## config.mk

```make
export PLATFORM = sky130hd
export DESIGN_NAME = sci_top
export DESIGN_NICKNAME = d
export VERILOG_FILES = /design/src/design/sci_pkg.sv /design/src/design/sci_sync2.sv /design/src/design/sci_pixgen.sv /design/src/design/sci_top.sv
export VERILOG_INCLUDE_DIRS = /design/src /design/src/design
export SDC_FILE = /design/constraint.sdc
export NUM_CORES = 1
export LEC_CHECK = 0
export ABC_AREA = 1
export ABC_CLOCK_PERIOD_IN_PS = 2100
export BUFFER_PORTS_ARGS = -buffer_cell sky130_fd_sc_hd__buf_2
export CORE_MARGIN = 8
export CORE_UTILIZATION = 35
export DETAILED_ROUTE_END_ITERATION = 10
export PLACE_DENSITY = 0.63
export SLEW_MARGIN = 20
export SYNTH_ARGS = -nofsm -noshare
export SYNTH_HDL_FRONTEND = slang
export SYNTH_HIERARCHICAL = 1
export SYNTH_SLANG_ARGS = --single-unit
```

## constraint.sdc

```tcl
create_clock -name core_clk -period 2.1 [get_ports core_clk]
set_clock_uncertainty 0.1 [all_clocks]
set_input_delay 0.315 -clock core_clk [delete_from_list [all_inputs] [get_ports core_clk]]
set_output_delay 0.315 -clock core_clk [all_outputs]
set_load 0.02 [all_outputs]
```

## src/design/sci_consts.svh

```systemverilog
/*
  Constants for the sync and sampling-clock input control block: register byte
  addresses, field positions, reset values, input ordering and timing counts.
  Assumes inclusion by bare name from each design file; definitions only.
*/
`ifndef SCI_CONSTS_SVH
`define SCI_CONSTS_SVH

// register byte addresses on the 32-bit bus
`define SCI_ADDR_CTRL      8'h00
`define SCI_ADDR_CLAMP     8'h04
`define SCI_ADDR_PLL       8'h08
`define SCI_ADDR_STATUS    8'h0C
`define SCI_IDX_SYNCPOL    8'h0F
`define SCI_ADDR_SYNCPOL   (`SCI_IDX_SYNCPOL << 2)

// control and sync polarity register fields
`define SCI_CTRL_PD        0
`define SCI_CTRL_EXTERNAL_CLAMP_ENABLE   1
`define SCI_CTRL_CLMPPOL   2
`define SCI_CTRL_COASTPOL  3
`define SCI_CTRL_EXTCK     4
`define SCI_CTRL_HSPOL     5
`define SCI_CTRL_SLICESEL  6
`define SCI_SYNCPOL_BIT    7

// reset values
`define SCI_RST_EXTERNAL_CLAMP_ENABLE    1'b0
`define SCI_RST_CLMPPOL    1'b1
`define SCI_RST_COASTPOL   1'b1
`define SCI_RST_HSPOL      1'b1
`define SCI_RST_LSPOL      1'b1
`define SCI_RST_CLAMP_DLY  8'h04
`define SCI_RST_CLAMP_DUR  8'h08
`define SCI_RST_HS_WIDTH   8'h10
`define SCI_RST_PERIOD     12'h009

// pin input positions in the synchroniser vector
`define SCI_SYNC_W         7
`define SCI_IN_LS          0
`define SCI_IN_DE          1
`define SCI_IN_CLAMP       2
`define SCI_IN_COAST       3
`define SCI_IN_SOG         4
`define SCI_IN_EXTCK       5
`define SCI_IN_INV         6

// timing
`define SCI_CLK_MHZ        100
`define SCI_ACT_TIMEOUT_US 100

`endif

```

## src/design/sci_pkg.sv

```systemverilog
/*
  Types of the sync and sampling-clock input control block.
  Assumes sci_consts.svh is reachable on the include path.
*/
`default_nettype none
`include "sci_consts.svh"

package sci_pkg;

  typedef enum logic [1:0] {CLAMP_IDLE, CLAMP_DELAY, CLAMP_HOLD} sci_clamp_t;

  typedef enum logic [2:0] {SEL_CTRL, SEL_CLAMP, SEL_PLL, SEL_STATUS, SEL_SYNCPOL,
                            SEL_NONE} sci_sel_t;

  typedef struct packed {
    logic        pd;
    logic        ext_clamp_en;
    logic        clamp_pol;
    logic        coast_pol;
    logic        ext_clk_sel;
    logic        hs_pol;
    logic        slicer_sel;
    logic        ls_pol;
    logic [7:0]  clamp_dly;
    logic [7:0]  clamp_dur;
    logic [7:0]  hs_width;
    logic [11:0] period;
  } sci_cfg_t;

  typedef struct packed {
    logic [`SCI_SYNC_W-1:0] meta;
    logic [`SCI_SYNC_W-1:0] stage;
  } sci_sync_t;

  typedef struct packed {
    logic [11:0] cnt;
    logic        ext_prev;
    logic        en;
  } sci_gen_t;

endpackage : sci_pkg

`default_nettype wire

```

## src/design/sci_sync2.sv

```systemverilog
/*
  Two-flop synchroniser for every pin input of the block.
  Assumes all inputs are asynchronous levels slower than core_clk.
*/
`default_nettype none
`include "sci_consts.svh"

module sci_sync2
  import sci_pkg::*;
(
  input  wire logic                   core_clk,
  input  wire logic                   nrst,
  input  wire logic [`SCI_SYNC_W-1:0] din,
  output logic      [`SCI_SYNC_W-1:0] dout
);

  sci_sync_t q;
  sci_sync_t d;

  // first stage feeds only the second stage
  always_comb begin
    d       = q;
    d.meta  = din;
    d.stage = q.meta;
  end

  // state register
  always_ff @(posedge core_clk or negedge nrst) begin
    if (!nrst) begin
      q <= '0;
    end else begin
      q <= d;
    end
  end

  assign dout = q.stage;

endmodule : sci_sync2

`default_nettype wire

```

## src/design/sci_pixgen.sv

```systemverilog
/*
  Pixel sampling clock generator: one-cycle sample enable, either from a
  divider that realigns on line sync or from the external clock pin.
  Assumes ext_clk_s is already synchronised to core_clk.
*/
`default_nettype none
`include "sci_consts.svh"

module sci_pixgen
  import sci_pkg::*;
(
  input  wire logic        core_clk,
  input  wire logic        nrst,
  input  wire logic [11:0] period,
  input  wire logic        resync,
  input  wire logic        ext_sel,
  input  wire logic        ext_clk_s,
  input  wire logic        invert,
  output logic             pix_en
);

  sci_gen_t q;
  sci_gen_t d;
  logic     int_tick;
  logic     ext_tick;

  // divider, edge pick and clock source select
  always_comb begin
    d          = q;
    d.ext_prev = ext_clk_s;
    if (resync) begin
      d.cnt = 12'h000;
    end else if (q.cnt >= period) begin
      d.cnt = 12'h000;
    end else begin
      d.cnt = q.cnt + 12'h001;
    end
    // [RULE14] half period shift
    int_tick = invert ? (q.cnt == (period >> 1)) : (q.cnt == 12'h000);
    ext_tick = invert ? (~ext_clk_s & q.ext_prev) : (ext_clk_s & ~q.ext_prev);
    // [RULE13] external clock source
    d.en     = ext_sel ? ext_tick : int_tick;
  end

  // state register
  always_ff @(posedge core_clk or negedge nrst) begin
    if (!nrst) begin
      q <= '0;
    end else begin
      q <= d;
    end
  end

  assign pix_en = q.en;
endmodule : sci_pixgen

`default_nettype wire

```

## src/design/sci_top.sv

```systemverilog
/*
  Sync and sampling-clock input control: activity detect with data tri-state,
  line-sync edge select, clamp timing, coast, clock select and inversion,
  reconstructed line sync and slicer output, registers over APB.
  Assumes pins are asynchronous, pix_in comes from the converter on core_clk,
  and the bus master keeps APB signalling.
*/
// Chosen here: the address map and register access over APB.
`default_nettype none
`include "sci_consts.svh"

// Operation
// [RULE1] activity comes from line-sync edges or data-enable edges
// [RULE2] activity output low when both idle or in power-down
// [RULE3] pixel data outputs tri-stated whenever activity is low
// [RULE4] line-sync polarity is bit 7 of register index 0x0F
// [RULE5] act on leading line-sync edge only; 0 falling, 1 rising
// [RULE6] external clamp pin used only when its enable is 1; resets 0
// [RULE7] clamp disabled: delay then duration counted from line-sync trailing edge
// [RULE8] clamp pin active level set by clamp polarity bit
// [RULE9] system grounds unused clamp pin and keeps its enable 0
// [RULE10] coast stops generator tracking line sync, keeps frequency and phase
// [RULE11] coast active level set by coast polarity, resets to 1
// [RULE12] system ties unused coast pin to match its polarity setting
// [RULE13] external clock select 1 samples with the external clock pin
// [RULE14] sampling inversion shifts the sampling phase by half a period
// [RULE15] system changes inversion only during blanking
// [RULE16] reconstructed line sync aligned to data clock; polarity, width programmable
// [RULE17] slicer output selects green sync or delayed raw line sync
// [RULE18] green embedded sync appears non-inverted on slicer output
// [RULE19] clamp delay and duration count pixel clocks from programmable fields
module sci_top
  import sci_pkg::*;
#(
  parameter int ACT_TIMEOUT_CYC = `SCI_ACT_TIMEOUT_US * `SCI_CLK_MHZ
)
(
  input  wire logic        core_clk,
  input  wire logic        nrst,
  input  wire logic        psel,
  input  wire logic        penable,
  input  wire logic        pwrite,
  input  wire logic [7:0]  paddr,
  input  wire logic [31:0] pwdata,
  output logic      [31:0] prdata,
  output logic             pready,
  output logic             pslverr,
  input  wire logic        line_sync_in,
  input  wire logic        active_video_flag,
  input  wire logic        clamp_in,
  input  wire logic        coast_in,
  input  wire logic        green_embedded_sync_in,
  input  wire logic        ext_clock_in,
  input  wire logic        sampling_clock_invert,
  input  wire logic [23:0] pix_in,
  output logic             chip_activity_out,
  output logic      [23:0] pix_data_out,
  output logic             pix_data_oe_n,
  output logic             output_data_clock,
  output logic             pix_sample_en,
  output logic             clamp_active_out,
  output logic             line_sync_out,
  output logic             slicer_sync_out
);

  typedef struct packed {
    sci_cfg_t    cfg;
    logic        pready;
    logic        pslverr;
    logic [31:0] prdata;
    logic        ls_prev;
    logic        de_prev;
    logic [2:0]  warm;
    logic [15:0] idle_cnt;
    logic        active;
    logic        oe_n;
    logic [23:0] pix;
    logic        dck;
    sci_clamp_t  clamp_st;
    logic [7:0]  clamp_cnt;
    logic        clamp_out;
    logic        hs_pend;
    logic [7:0]  hs_cnt;
    logic        hs_out;
    logic [1:0]  ls_dly;
    logic        slicer;
  } sci_state_t;

  localparam logic [15:0] ACT_CYC = 16'(ACT_TIMEOUT_CYC);

  localparam sci_cfg_t CFG_RST = '{
    pd:           1'b0,
    ext_clamp_en: `SCI_RST_EXTERNAL_CLAMP_ENABLE,
    clamp_pol:    `SCI_RST_CLMPPOL,
    coast_pol:    `SCI_RST_COASTPOL,
    ext_clk_sel:  1'b0,
    hs_pol:       `SCI_RST_HSPOL,
    slicer_sel:   1'b0,
    ls_pol:       `SCI_RST_LSPOL,
    clamp_dly:    `SCI_RST_CLAMP_DLY,
    clamp_dur:    `SCI_RST_CLAMP_DUR,
    hs_width:     `SCI_RST_HS_WIDTH,
    period:       `SCI_RST_PERIOD
  };

  sci_state_t             q;
  sci_state_t             d;
  logic [`SCI_SYNC_W-1:0] pins_s;
  logic                   ls;
  logic                   lead;
  logic                   trail;
  logic                   ev;
  logic                   ext_clamp_act;
  logic                   coast_act;
  logic                   resync;
  logic                   pix_en;
  sci_sel_t               sel;

  // address decode, shared by the read mux and the write path
  function automatic sci_sel_t reg_decode(input logic [7:0] addr);
    unique case (addr)
      `SCI_ADDR_CTRL:    reg_decode = SEL_CTRL;
      `SCI_ADDR_CLAMP:   reg_decode = SEL_CLAMP;
      `SCI_ADDR_PLL:     reg_decode = SEL_PLL;
      `SCI_ADDR_STATUS:  reg_decode = SEL_STATUS;
      `SCI_ADDR_SYNCPOL: reg_decode = SEL_SYNCPOL;
      default:           reg_decode = SEL_NONE;
    endcase
  endfunction : reg_decode

  // pin inputs pass two flops first
  sci_sync2 u_sync (
    .core_clk (core_clk),
    .nrst     (nrst),
    .din      ({sampling_clock_invert, ext_clock_in, green_embedded_sync_in, coast_in,
                clamp_in, active_video_flag, line_sync_in}),
    .dout     (pins_s)
  );

  // sampling clock enable source
  sci_pixgen u_gen (
    .core_clk  (core_clk),
    .nrst      (nrst),
    .period    (q.cfg.period),
    .resync    (resync),
    .ext_sel   (q.cfg.ext_clk_sel),
    .ext_clk_s (pins_s[`SCI_IN_EXTCK]),
    .invert    (pins_s[`SCI_IN_INV]),
    .pix_en    (pix_en)
  );

  // line-sync edges, pin polarities and generator resync
  always_comb begin
    ls            = pins_s[`SCI_IN_LS];
    // [RULE4] [RULE5] leading edge by polarity
    lead          = q.warm[2] & (q.cfg.ls_pol ? (ls & ~q.ls_prev) : (~ls & q.ls_prev));
    trail         = q.warm[2] & (q.cfg.ls_pol ? (~ls & q.ls_prev) : (ls & ~q.ls_prev));
    // [RULE1] either interface shows activity
    ev            = lead | (q.warm[2] & pins_s[`SCI_IN_DE] & ~q.de_prev);
    // [RULE8] clamp pin active level
    ext_clamp_act = pins_s[`SCI_IN_CLAMP] ~^ q.cfg.clamp_pol;
    // [RULE11] coast pin active level
    coast_act     = pins_s[`SCI_IN_COAST] ~^ q.cfg.coast_pol;
    // [RULE10] coast blocks realignment
    resync        = lead & ~coast_act;
    sel           = reg_decode(paddr);
  end

  // next state of the whole block
  always_comb begin
    d         = q;
    d.ls_prev = ls;
    d.de_prev = pins_s[`SCI_IN_DE];
    d.warm    = {q.warm[1:0], 1'b1}; // no edges until the synchroniser holds pin levels

    // bus slave: answer in the first access cycle, unmapped gives an error
    d.pready  = psel & ~penable;
    d.pslverr = psel & ~penable & (sel == SEL_NONE);
    if (psel && !penable) begin
      case (sel)
        SEL_CTRL:    d.prdata = {25'h0000000, q.cfg.slicer_sel, q.cfg.hs_pol,
                                 q.cfg.ext_clk_sel, q.cfg.coast_pol, q.cfg.clamp_pol,
                                 q.cfg.ext_clamp_en, q.cfg.pd};
        SEL_CLAMP:   d.prdata = {16'h0000, q.cfg.clamp_dur, q.cfg.clamp_dly};
        SEL_PLL:     d.prdata = {8'h00, q.cfg.hs_width, 4'h0, q.cfg.period};
        SEL_STATUS:  d.prdata = {28'h0000000, ls, q.clamp_out, coast_act, q.active};
        SEL_SYNCPOL: d.prdata = {24'h000000, q.cfg.ls_pol, 7'h00};
        default:     d.prdata = 32'h00000000;
      endcase
    end
    if (psel && penable && q.pready && pwrite) begin
      case (sel)
        SEL_CTRL: begin
          d.cfg.pd           = pwdata[`SCI_CTRL_PD];
          d.cfg.ext_clamp_en = pwdata[`SCI_CTRL_EXTERNAL_CLAMP_ENABLE];
          d.cfg.clamp_pol    = pwdata[`SCI_CTRL_CLMPPOL];
          d.cfg.coast_pol    = pwdata[`SCI_CTRL_COASTPOL];
          d.cfg.ext_clk_sel  = pwdata[`SCI_CTRL_EXTCK];
          d.cfg.hs_pol       = pwdata[`SCI_CTRL_HSPOL];
          d.cfg.slicer_sel   = pwdata[`SCI_CTRL_SLICESEL];
        end
        SEL_CLAMP: begin
          d.cfg.clamp_dly = pwdata[7:0];
          d.cfg.clamp_dur = pwdata[15:8];
        end
        SEL_PLL: begin
          d.cfg.period   = pwdata[11:0];
          d.cfg.hs_width = pwdata[23:16];
        end
        // [RULE4] polarity bit 7 of index 0x0F
        SEL_SYNCPOL: d.cfg.ls_pol = pwdata[`SCI_SYNCPOL_BIT];
        default: d.cfg = q.cfg;
      endcase
    end

    // [RULE1] idle timer restarts on any activity edge
    if (ev) begin
      d.idle_cnt = 16'h0000;
    end else if (q.idle_cnt < ACT_CYC) begin
      d.idle_cnt = q.idle_cnt + 16'h0001;
    end
    // [RULE2] low when idle or powered down
    d.active = ~q.cfg.pd & (d.idle_cnt < ACT_CYC);
    // [RULE3] outputs float with no activity
    d.oe_n   = ~d.active;

    // capture and data clock follow the sample enable
    if (pix_en) begin
      d.pix    = pix_in;
      d.dck    = ~q.dck;
      d.ls_dly = {q.ls_dly[0], ls};
    end

    // clamp timing
    if (q.cfg.ext_clamp_en) begin
      // [RULE6] pin honoured only when enabled
      d.clamp_st  = CLAMP_IDLE;
      d.clamp_cnt = 8'h00;
      d.clamp_out = ext_clamp_act;
    end else begin
      // [RULE7] [RULE19] internal delay then duration in pixel clocks
      unique case (q.clamp_st)
        CLAMP_IDLE: begin
          if (trail) begin
            d.clamp_st  = CLAMP_DELAY;
            d.clamp_cnt = 8'h00;
          end
        end
        CLAMP_DELAY: begin
          if (q.clamp_cnt == q.cfg.clamp_dly) begin
            d.clamp_st  = CLAMP_HOLD;
            d.clamp_cnt = 8'h00;
          end else if (pix_en) begin
            d.clamp_cnt = q.clamp_cnt + 8'h01;
          end
        end
        CLAMP_HOLD: begin
          if (q.clamp_cnt == q.cfg.clamp_dur) begin
            d.clamp_st  = CLAMP_IDLE;
          end else if (pix_en) begin
            d.clamp_cnt = q.clamp_cnt + 8'h01;
          end
        end
      endcase
      d.clamp_out = (d.clamp_st == CLAMP_HOLD);
    end

    // [RULE16] rebuilt line sync starts on a sample enable
    if (pix_en) begin
      if (q.hs_pend) begin
        d.hs_cnt  = q.cfg.hs_width;
        d.hs_pend = 1'b0;
      end else if (q.hs_cnt != 8'h00) begin
        d.hs_cnt = q.hs_cnt - 8'h01;
      end
    end
    if (lead) begin
      d.hs_pend = 1'b1;
    end
    d.hs_out = (d.hs_cnt != 8'h00) ~^ q.cfg.hs_pol;

    // [RULE17] [RULE18] slicer source select, green sync not inverted
    d.slicer = q.cfg.slicer_sel ? q.ls_dly[1] : pins_s[`SCI_IN_SOG];
  end

  // state register
  always_ff @(posedge core_clk or negedge nrst) begin
    if (!nrst) begin
      q          <= '0;
      q.cfg      <= CFG_RST;
      q.idle_cnt <= ACT_CYC;
      q.oe_n     <= 1'b1;
      q.hs_out   <= ~`SCI_RST_HSPOL;
    end else begin
      q <= d;
    end
  end

  // outputs straight from the state register, pix_sample_en from the generator's register
  assign prdata            = q.prdata;
  assign pready            = q.pready;
  assign pslverr           = q.pslverr;
  assign chip_activity_out = q.active;
  assign pix_data_out      = q.pix;
  assign pix_data_oe_n     = q.oe_n;
  assign output_data_clock = q.dck;
  assign pix_sample_en     = pix_en;
  assign clamp_active_out  = q.clamp_out;
  assign line_sync_out     = q.hs_out;
  assign slicer_sync_out   = q.slicer;
endmodule : sci_top

`default_nettype wire

```

Word level (Yosys, flattened, before mapping)
Index checks and enable logic that the tools add are counted.

storage, ports and cells
  output and inout bits = 65
  word-level logic and storage cells = 128
  flip-flop bits (word level) = 178

cells by class
  equality and inequality tests = 17
  reductions and logical operators = 17
  magnitude comparators = 3
  add/sub/neg operators = 4
  bitwise operators = 26
  muxes and demuxes = 25

operators by type and width
  operator                                                                 number
  24-bit one-hot mux with 5 select lines                                   1
  8-bit two-way mux                                                        5
  16-bit by 14-bit < comparator with 1-bit output (second input constant)  2
  16-bit two-way mux                                                       2
  10-bit one-hot mux with 3 select lines                                   1
  12-bit two-way mux                                                       2
  10-bit two-way mux                                                       2
  16-bit by 1-bit adder with 16-bit output (second input constant)         1
  8-bit by 4-bit equality test with 1-bit output (second input constant)   2
  8-bit equality test                                                      2
  8-bit nonzero test                                                       2
  3-bit one-hot mux with 5 select lines                                    1
  12-bit by 1-bit adder with 12-bit output (second input constant)         1
  1-bit AND                                                                12
  12-bit by 11-bit equality test with 1-bit output                         1
  12-bit >= comparator                                                     1
  12-bit logical NOT                                                       1
  11-bit two-way mux                                                       1
  1-bit NOT                                                                10
  2-bit AND reduction                                                      5
  9-bit two-way mux                                                        1
  8-bit by 1-bit adder with 8-bit output (second input constant)           1
  8-bit by 3-bit equality test with 1-bit output (second input constant)   1
  8-bit by 6-bit equality test with 1-bit output (second input constant)   1
  other kinds (17)                                                         33

Longest topological paths before layout
Gate-level depths: netlist of the first run.

  depth after elaboration = 9
  mapped depth = 15

By module
Netlist of the first run, hierarchy kept.

by module, submodules not included
  module      cells each  area an instance (um^2)  sequential area each (um^2)  instances
  sci_top     913         7393.3                   3572.2                       1
  sci_pixgen  191         1238.7                   350.3                        1
  sci_sync2   14          350.3                    350.3                        1

Least setup slack after synthesis of the first run
Ideal clock, no wire load.

  path kind = register to register
  start = register q[4] (netlist name)
  end = register q, in the netlist line_sync_out
  path buffers = 0
  data arrival time = 1.515 ns
  path slack = 0.368 ns
  stages on the path, launching flop included = 16
  setup time = 0.117 ns
  clock period less this slack = 1.732 ns
  cell sequence = dfrtp_1 > inv_1 > ha_1 > inv_1 > nor3_1 > nand2_1 > nand2_1 > inv_2 > o21ai_1 > nand2_1 > o21ai_1 > nand2_1 > nor2_1 > nand2_1 > nand2_1 > nand2_1

RTL lines
  what             line            text
  start, declared  sci_top.sv:106  sci_state_t q;

==> run metrics, run 1 <==
Setup TNS=0 ps; highest clock rate=0.523 GHz; Worst R2R End=pix_data_oe_n; CTS clk-pin slew, worst paths=70 ps; unrepaired setup endpoints after global routing=no; final wirelength=22600 um; cell taking the most area after synthesis=dfrtp_1; endpoints failing hold=0; post-route ant nets=0; Die Area=31000 um2; HP Class=input pin to flip-flop; clk sink count=170; number of vias per cell=4.63; TritonCTS clock tree=yes; # H-tree levels=4; Synth Warn #=6; initial antenna violation count=1; worst stage delay on the critical path=580 ps; Max Buffers Root-to-Sink=2; First-pass DRT Iterations=5; Hold Startpoint=pwdata[12]; routability cong.=0.888; Hold Slack=12.3 ps; critical-path cell with the highest stage delay=dfstp_2; DP HPWL=17100 um; R2R cell count=14; placed insts=1532; crit path DAT=2170 ps; Final period util=91.0%; Area Growth Syn to Fin=19.1%; power density over the cells=750 nW/um2; die height=176 um; number of global-route vias before repair=7158; share of layout cells above drive strength 1=21.2%; Worst Hold End=q[130]; first-pass GRT wire length=36800 um; Synth Register Bits=170; post-layout util=42.5%; # DRC=0; Setup crit end kind=flip-flop; ys async rst share=100%; Startpoint Class=flip-flop; minimum clock period after layout=1910 ps; WL/cell=14.1 um; total number of vias=7397; main flop type after synthesis=dfrtp_1; Pleak=5.41 nW; largest net degree at the start of global routing=44; all-layer global routing usage=14.7%; total of max-cap violations=0; Buf/Inv on CP=2; Crit Path Max Fanout=8; Initial Util=35.7%; R2R Setup Slk=190 ps; Clock Tree Root=clkbuf_16; GRT Max-Usage Layer=met2; top-count cell post-synth=nand2_1; final setup violation count=0; row count=58; top post-synthesis cells by area=dfrtp_1 (43%), nand2_1 (15%), inv_1 (5.0%); Worst EP required=2360 ps; post-synthesis sequential area ratio=47.6%; RR Startpoint=q[60]; Netlist cell types=46; NumNets Final=1352; core box area=25200 um2; Mapped Avg Cell Area=8.03 um2; Max Slew Vio Count=0; Worst VDD drop=457 uV; Synth top cells by count=nand2_1 (351), dfrtp_1 (155), inv_1 (120); CP Cell Sequence=nand2_2 -> nor2_4 -> nand3_4 -> nand2_4 -> inv_2 -> nand2_1 -> nand3_2 -> nand2_1 -> clkinv_1 -> nand2_1 -> nand2_1 -> nand2_1 -> nand2_1 -> nand2_1; EDFF count, synth=0; initial DRC count=555; met1 global-route usage=19.5%; CTS buffer count=17; Mapped Cells=1118; filler-free cell count of the finished design=1599; Netlist Area Pre-Place=8980 um2; M2 GR Usage=23.5%; worst skew pair latency=430 ps; post-synth top area share=43.2%; port bufs=124; I/O pins=141; status=finished clean; WHS Path Cells=2; final global-route overflow total=0; chip width=176 um; Final Power=0.00802 W; Worst Setup Path Type=flip-flop to flip-flop; CP delay by family, top=simple AND/OR/NAND/NOR gates; CP most frequent cell=nand2_1; GR Layer Usage met3=3.33%
## power breakdown
part	switching, W	internal [W]
sequential	0.000192	0.00350
clock	0.00134	0.00156
combinational	0.000902	0.000525
## stage by stage
stage | setup slack (ps) | cell area [um2]
2_1_floorplan | 368 | 9010
3_3_place_gp | 154 | 9800
3_5_place_dp | 112 | 9800
4_1_cts | 139 | 10700
5_1_grt | 14.0 | 10700
6_report | 188 | 10700
## layout make-up
cell class,count,area [um2]
Clock inverter,12,92.6
Multi-Input combinational cell,727,3650
Tap cell,330,413
Antenna cell,1,2.50
Inverter,145,544
Timing Repair Buffer,194,1270
Clock buffer,20,447
Sequential cell,170,4270
Fill cell,2527,14500
## cell families after synthesis
group,Yosys count,synth area share (%)
and+or+nand+nor,542,26.2
buffers and inverters,228,12.2
DFF,170,47.6
AOI/OAI and AO/OA,126,7.86
adders and majority gates,21,2.93
xor gates and xnor gates,19,1.85
muxes,10,1.25
other,2,0.0836
## layout by cell type, fill, tap and decap left out, types with 9 or more instances in the layout
cell and count:
a21oi_1 31, buf_2 123, buf_4 33, clkbuf_16 17, conb_1 9, dfrtp_1 154, dfstp_2 15, dlygate4sd3_1 34
ha_1 20, inv_1 119, inv_2 21, nand2_1 350, nand3_1 51, nand4_1 19, nor2_1 77, o21ai_0 24
o21ai_1 48, xnor2_1 10, xor2_1 9
## how the worst max path moves through the flow
stage                  start            end  slack, ps  cells after the start
finish                 q[60]  pix_data_oe_n        190                     14
global route           q[14]          q[17]         10                     11
CTS                     q[4]  line_sync_out        140                     15
detailed placement  paddr[7]         q[130]        110                      9
global placement    paddr[7]         q[132]        150                      9
floorplan               q[4]  line_sync_out        370                     15
## timing repair
action                                 4_1_cts  5_1_grt
setup endpoints to repair                    0        2
hold buffers                                34        0
endpoints found under the hold margin       62        0
resized for setup                            0        5
setup buffers                                0        0
## state kept, by name, indices dropped and copies added (netlist names), 2 cells and up
register      cells
q                84
d                 2
u_gen/q          13
pix_data_out     24
prdata           24
u_sync/d          7
u_sync/dout       7
## per-layer routing
layer	up-vias	wire length [um]
met5	-	8
met1	3460	10500
met2	170	10400
met4	2	371
li1	3731	-
met3	34	1350
Power figures use the tool's default switching activity.
==> inputs of run 2 (changes only) <==
--- a/config.mk
+++ b/config.mk
@@ -10,9 +10,9 @@
 export ABC_CLOCK_PERIOD_IN_PS = 2100
 export BUFFER_PORTS_ARGS = -buffer_cell sky130_fd_sc_hd__buf_2
 export CORE_MARGIN = 8
-export CORE_UTILIZATION = 35
+export CORE_UTILIZATION = 30
 export DETAILED_ROUTE_END_ITERATION = 10
-export PLACE_DENSITY = 0.63
+export PLACE_DENSITY = 0.57
 export SLEW_MARGIN = 20
 export SYNTH_ARGS = -nofsm -noshare
 export SYNTH_HDL_FRONTEND = slang
==> run 2 against run 1 <==
Critical path depth fell by 2; flip-flop and latch count did not move; sequential share of layout area fell by 0.61 points; cell count rose by 3.7%; non-clock buffer count did not move; routed wire length rose by 3.3%; register-to-register slack barely moved.
==> run metrics, run 2 (synthesis results as in run 1) <==
placed insts=1591 (+3.9%); most frequent cells in the layout=nand2_1 (350), dfrtp_1 (154), buf_2 (123); total number of vias=7313 (-1.1%); Comb power frac=17.3% (-0.5 points); DP Worst Slack=22.1 ps (-90.1 ps); Worst VDD drop=501 uV (+9.7%); Clock Tree Root=clkbuf_16; port bufs=124 (unchanged); Clk pwr share=39.0% (+2.9 points); final setup violation count=0 (unchanged); final wirelength=23300 um (+3.3%); chip width=189 um (+7.3%); Worst EP required=2320 ps (-40 ps); row count=63 (+8.6%); final global-route overflow total=0 (unchanged); die height=189 um (+7.3%); routability cong.=0.864 (-2.7%); Final period util=91.3% (+0.27 points); post-route ant nets=0 (unchanged); I/O pins=141 (unchanged); TritonCTS clock tree=yes; Sw Pwr=0.00258 W (+6.0%); # H-tree levels=4 (unchanged); CTS buffer count=17 (unchanged); initial antenna violation count=0 (-1); max reg flops=84 (unchanged); post-layout util=36.7% (-5.7 points); WL/cell=14.0 um (-0.42%); ant diodes=0 (-1); clk sink count=170 (unchanged); Max Slew Vio Count=0 (unchanged); NumNets Final=1352 (unchanged); Die Area=35700 um2 (+15%); Startpoint Class=flip-flop; DP HPWL=17700 um (+3.5%); Pleak=5.46 nW (+0.96%); Area Growth Syn to Fin=20.9%; largest net degree at the start of global routing=50 (+14%); highest clock rate=0.522 GHz (-0.29%); share of layout cells above drive strength 1=21.3% (+0.079 points); First-pass DRT Iterations=6 (+1); crit path DAT=2140 ps (-30 ps); Initial Util=30.4% (-5.3 points); initial DRC count=409 (-26%); Worst Setup Path Type=flip-flop to flip-flop; setup ws final=183 ps (-5.60 ps); Max Buffers Root-to-Sink=2 (unchanged); filler-free cell count of the finished design=1658 (+3.7%); HP Class=input pin to flip-flop; minimum clock period after layout=1920 ps (+5.60 ps); CTS clk-pin slew, worst paths=70 ps (about the same); core box area=29600 um2 (+17%); Seq pwr share=43.7% (-2.4 points); number of global-route vias before repair=7393 (+3.3%); number of vias per cell=4.41 (-4.7%); Biggest register=q; Setup crit end kind=flip-flop; total of max-cap violations=0 (unchanged); first-pass GRT wire length=38500 um (+4.8%); Sw Share=30.6% (+0.20 points); Pint=0.00586 W (+5.0%); Post-CTS Repair Setup Buffers=0 (unchanged); Crit Path Max Fanout=11 (+3); worst skew pair latency=430 ps (about the same); status=finished clean; # DRC=0 (unchanged); Final Power=0.00845 W (+5.3%); all-layer global routing usage=13.4% (-1.4 points); endpoints failing hold=0 (unchanged); R2R Setup Slk=180 ps (about the same); power density over the cells=778 nW/um2 (+3.7%); commonest non-fill, non-tap cell in the layout=nand2_1
==> run 2: cell count changes in the layout (fill, tap and decap cells not counted), sizes merged <==
cell | previous run | this run
clkinvlp | 6 | 3
bufinv | 0 | 2
clkbuf | 20 | 18
dlygate4sd3 | 34 | 35
inv | 143 | 146
buf | 160 | 159
diode | 1 | 0
==> run 2: timing repair <==
action,4_1_cts,5_1_grt
hold buffers,35,0
endpoints found under the hold margin,68,0
setup endpoints to repair,0,2
resized for setup,0,6
==> run 2: critical path, cell delays in order (launching register included) <==
cell     delay, ps
dfstp_2        590
inv_2           80
o21ai_2         60
nand3_2        190
nor2_1         220
nor2_1          60
nand2_1         50
inv_1           30
nand3_1         80
nor2_1          60
nand2_1         50
buf_4          160
nor2_1          60
==> run 2: cell type report <==
type	count	area, um2
clock buffers	18	429
clock inverters	14	183
fillers	3064	18700
inverters	145	544
multi-input cells	727	3650
flip-flops and latches	170	4270
well taps	390	488
repair buffers	194	1290
==> run 2: routing by layer <==
metal	up-vias	wire length [um]	global-route usage, %
li1	3728	-	-
met1	3424	11200	17.8
met2	138	10600	21.4
met3	23	1140	3.00
met4	0	340	3.88
met5	-	0	0
==> run 2: through the flow <==
stage / hold WS [ps] / area (um2) / TNS (ps)
6_report: 20.6 / 10900 / 0
2_1_floorplan: -80.6 / 9010 / 0
4_1_cts: 1.76 / 10800 / 0
3_3_place_gp: 165 / 9880 / 0
5_1_grt: 23.0 / 10900 / -56.5
3_5_place_dp: 175 / 9880 / 0
==> run 2: worst paths after layout <==
kind | start | cells after the start | to
min in group asynchronous | nrst | 2 | u_gen/q[12]
worst max-delay path | q[142] | 12 | u_gen/q[8]
max in group asynchronous | nrst | 3 | q[129]
worst max register to register | q[142] | 12 | u_gen/q[8]
worst min register to register | u_sync/d[6] | 0 | u_sync/dout[6]
worst min-delay path | pix_in[13] | 3 | pix_data_out[13]
==> run 2: power groups by stage <==
| stage | sequential, W | clock, W | combinational (W) |
|---|---|---|---|
| after global placement | 0.00375 | 0 | 0.00139 |
| final | 0.00369 | 0.00329 | 0.00146 |
| after CTS | 0.00369 | 0.00340 | 0.00146 |
| after global routing | 0.00373 | 0.00354 | 0.00168 |
| after detailed placement | 0.00375 | 0 | 0.00141 |
| after floorplan | 0.00373 | 0 | 0.000980 |
==> inputs of run 3 (changes only) <==
--- a/config.mk
+++ b/config.mk
@@ -9,10 +9,11 @@
 export ABC_AREA = 1
 export ABC_CLOCK_PERIOD_IN_PS = 2100
 export BUFFER_PORTS_ARGS = -buffer_cell sky130_fd_sc_hd__buf_2
-export CORE_MARGIN = 8
+export CORE_MARGIN = 4
 export CORE_UTILIZATION = 30
 export DETAILED_ROUTE_END_ITERATION = 10
 export PLACE_DENSITY = 0.57
+export REMOVE_ABC_BUFFERS = 1
 export SLEW_MARGIN = 20
 export SYNTH_ARGS = -nofsm -noshare
 export SYNTH_HDL_FRONTEND = slang
==> run 3 against run 2 <==
Sequential power is essentially flat; power increased by 5.8%; setup slack worse by 33 ps; clock power rose by 15%; count of clock-buffer cells in the layout rose by 4; fmax decreased by 1.7%; combinational power hardly changed; first-iteration DRC count decreased by 11%; largest power group is now clock; flip-flop and latch count unchanged; highest routed layer unchanged; global-route usage up 0.94 points; via count decreased by 0.55%.
==> run metrics, run 3 (synthesis results as in run 1) <==
endpoints failing hold=0 (unchanged); GRT Max-Usage Layer=met2; TritonCTS clock tree=yes; minimum clock period after layout=1950 ps (+32.6 ps); die height=181 um (-4.2%); routability cong.=0.851 (-1.5%); final global-route overflow total=0 (unchanged); CP Cell Sequence=nand3_1 -> a21boi_1 -> o22ai_1 -> nand2_1 -> buf_4 -> nand2_1 -> nand2_1 -> nand2_1 -> nor2_1; clk sink count=170 (unchanged); total of max-cap violations=0 (unchanged); slew margin rel.=60.1%; Clock Tree Root=clkbuf_16; first-pass GRT wire length=38000 um (-1.5%); unrepaired setup endpoints after global routing=yes; # DRC=0 (unchanged); Setup TNS=0 ps (unchanged); Die Area=32800 um2 (-8.3%); Buf/Inv on CP=1 (-2); Max Buffers Root-to-Sink=2 (unchanged); Crit Path Max Fanout=7 (-4); Hold Slack=24.2 ps (+3.56 ps); NumNets Final=1355 (+0.22%); Area after DPL=9860 um2 (-0.23%); worst stage delay on the critical path=570 ps (-20 ps); post-layout util=37.2% (+0.44 points); Filler Cell Count=3030 (-1.1%); highest clock rate=0.513 GHz (-1.7%); commonest non-fill, non-tap cell in the layout=nand2_1; number of vias per cell=4.38 (-0.73%); share of layout cells above drive strength 1=20.8% (-0.52 points); I/O pins=141 (unchanged); M2 GR Usage=23.6% (+2.2 points); number of global-route vias before repair=7393 (unchanged); Max Slew Vio Count=0 (unchanged); power density over the cells=813 nW/um2 (+4.6%); crit path DAT=2210 ps (+70 ps); final wirelength=23000 um (-1.3%); final setup violation count=0 (unchanged); Area Growth Syn to Fin=22.3%; Pleak=5.52 nW (+1.1%); DP HPWL=17100 um (-3.3%); FF+latch area=4270 um2 (about the same); max reg flops=84 (unchanged); # H-tree levels=4 (unchanged); total number of vias=7273 (-0.55%); Setup crit start=q[142]; critical-path cell with the highest stage delay=dfstp_2; post-route ant nets=0 (unchanged); met1 global-route usage=18.7% (+0.85 points); CP Depth=9 (-3); chip width=181 um (-4.2%); CTS clk-pin slew, worst paths=70 ps (about the same); Critical Path End=q[19]; Final period util=92.8% (+1.6 points); worst-margin pin slew=596 ps; RR Startpoint=q[142]; worst skew pair latency=440 ps (about the same); all-layer global routing usage=14.3% (+0.94 points); Finished Cell Area=11000 um2 (+1.2%); Post-CTS Repair Setup Buffers=0 (unchanged); CP delay by family, top=flip-flops; ant diodes=0 (unchanged); Worst R2R End=q[19]; CP most frequent cell=nand2_1; Multi-input gate area=3650 um2 (-0.14%); row count=63 (unchanged); Worst VDD drop=501 uV (about the same); Startpoint Class=flip-flop; Setup crit end kind=flip-flop; largest net degree at the start of global routing=53 (+6.0%); port bufs=124 (unchanged); CTS buffer count=17 (unchanged); GR Layer Usage met3=2.32% (-0.68 points); R2R cell count=9 (-3); status=finished clean; initial antenna violation count=0 (unchanged); Worst EP required=2360 ps (+40 ps); most frequent cells in the layout=nand2_1 (349), dfrtp_1 (155), buf_2 (123); core box area=29600 um2 (unchanged); Final Power=0.00894 W (+5.8%); Biggest register=q; R2R Setup Slk=150 ps (-30 ps); Initial Util=30.4% (unchanged); WL/cell=13.8 um (-1.5%); Worst Setup Path Type=flip-flop to flip-flop; initial DRC count=364 (-11%); First-pass DRT Iterations=5 (-1); HP Class=input pin to flip-flop
==> run 3: metrics by stage <==
| stage | worst slack, ps | cells |
|---|---|---|
| 5_1_grt | -52.8 | 1661 |
| 4_1_cts | 66.7 | 1661 |
| 3_5_place_dp | 68.4 | 1588 |
| 2_1_floorplan | -634 | 1042 |
| 3_3_place_gp | 83.3 | 1588 |
| 6_report | 150 | 1661 |
==> run 3: where the power goes <==
group / internal (W) / leakage, nW / switching, W / total, W
Clock: 0.00246 / 0.342 / 0.00134 / 0.00379
Combinational: 0.000540 / 3.01 / 0.000908 / 0.00145
Sequential: 0.00350 / 2.17 / 0.000193 / 0.00370
==> run 3: per-layer routing <==
layer / share of wire (%) / vias to the layer above
met5: 0 / -
met1: 46 / 3371
met4: 2.8 / 0
met3: 3.8 / 29
li1: - / 3725
met2: 47 / 148
==> run 3: area by class of cell <==
cell class / instances / share of cell area, %
clock inverter: 10 / 2.14
tap: 390 / 4.44
multi-input combinational: 727 / 33.2
timing repair buffer: 197 / 12.1
sequential: 170 / 38.9
inverter: 145 / 4.95
clock buffer: 22 / 4.32
==> run 3: worst min-delay path by stage <==
stage | cells past startpoint | endpoint | slack (ps) | startpoint
floorplan | 0 | chip_activity_out | -80 | nrst
global placement | 1 | u_sync/dout[2] | 180 | nrst
detailed placement | 1 | u_sync/dout[2] | 180 | nrst
CTS | 2 | q[120] | 6 | pwdata[18]
global route | 2 | q[120] | 10 | pwdata[18]
finish | 2 | q[120] | 20 | pwdata[18]
==> run 3: worst reg2reg max path, stage by stage (launching register included) <==
cell      delay (ps)
dfstp_2          570
nand3_1           80
a21boi_1         340
o22ai_1          130
nand2_1          190
buf_4            170
nand2_1           60
nand2_1           80
nand2_1           50
nor2_1           100
==> run 3: repair_timing <==
action	in CTS	in global routing
hold endpoints to repair	76	0
resized for setup	0	4
hold buffers	41	0
setup endpoints to repair	0	12
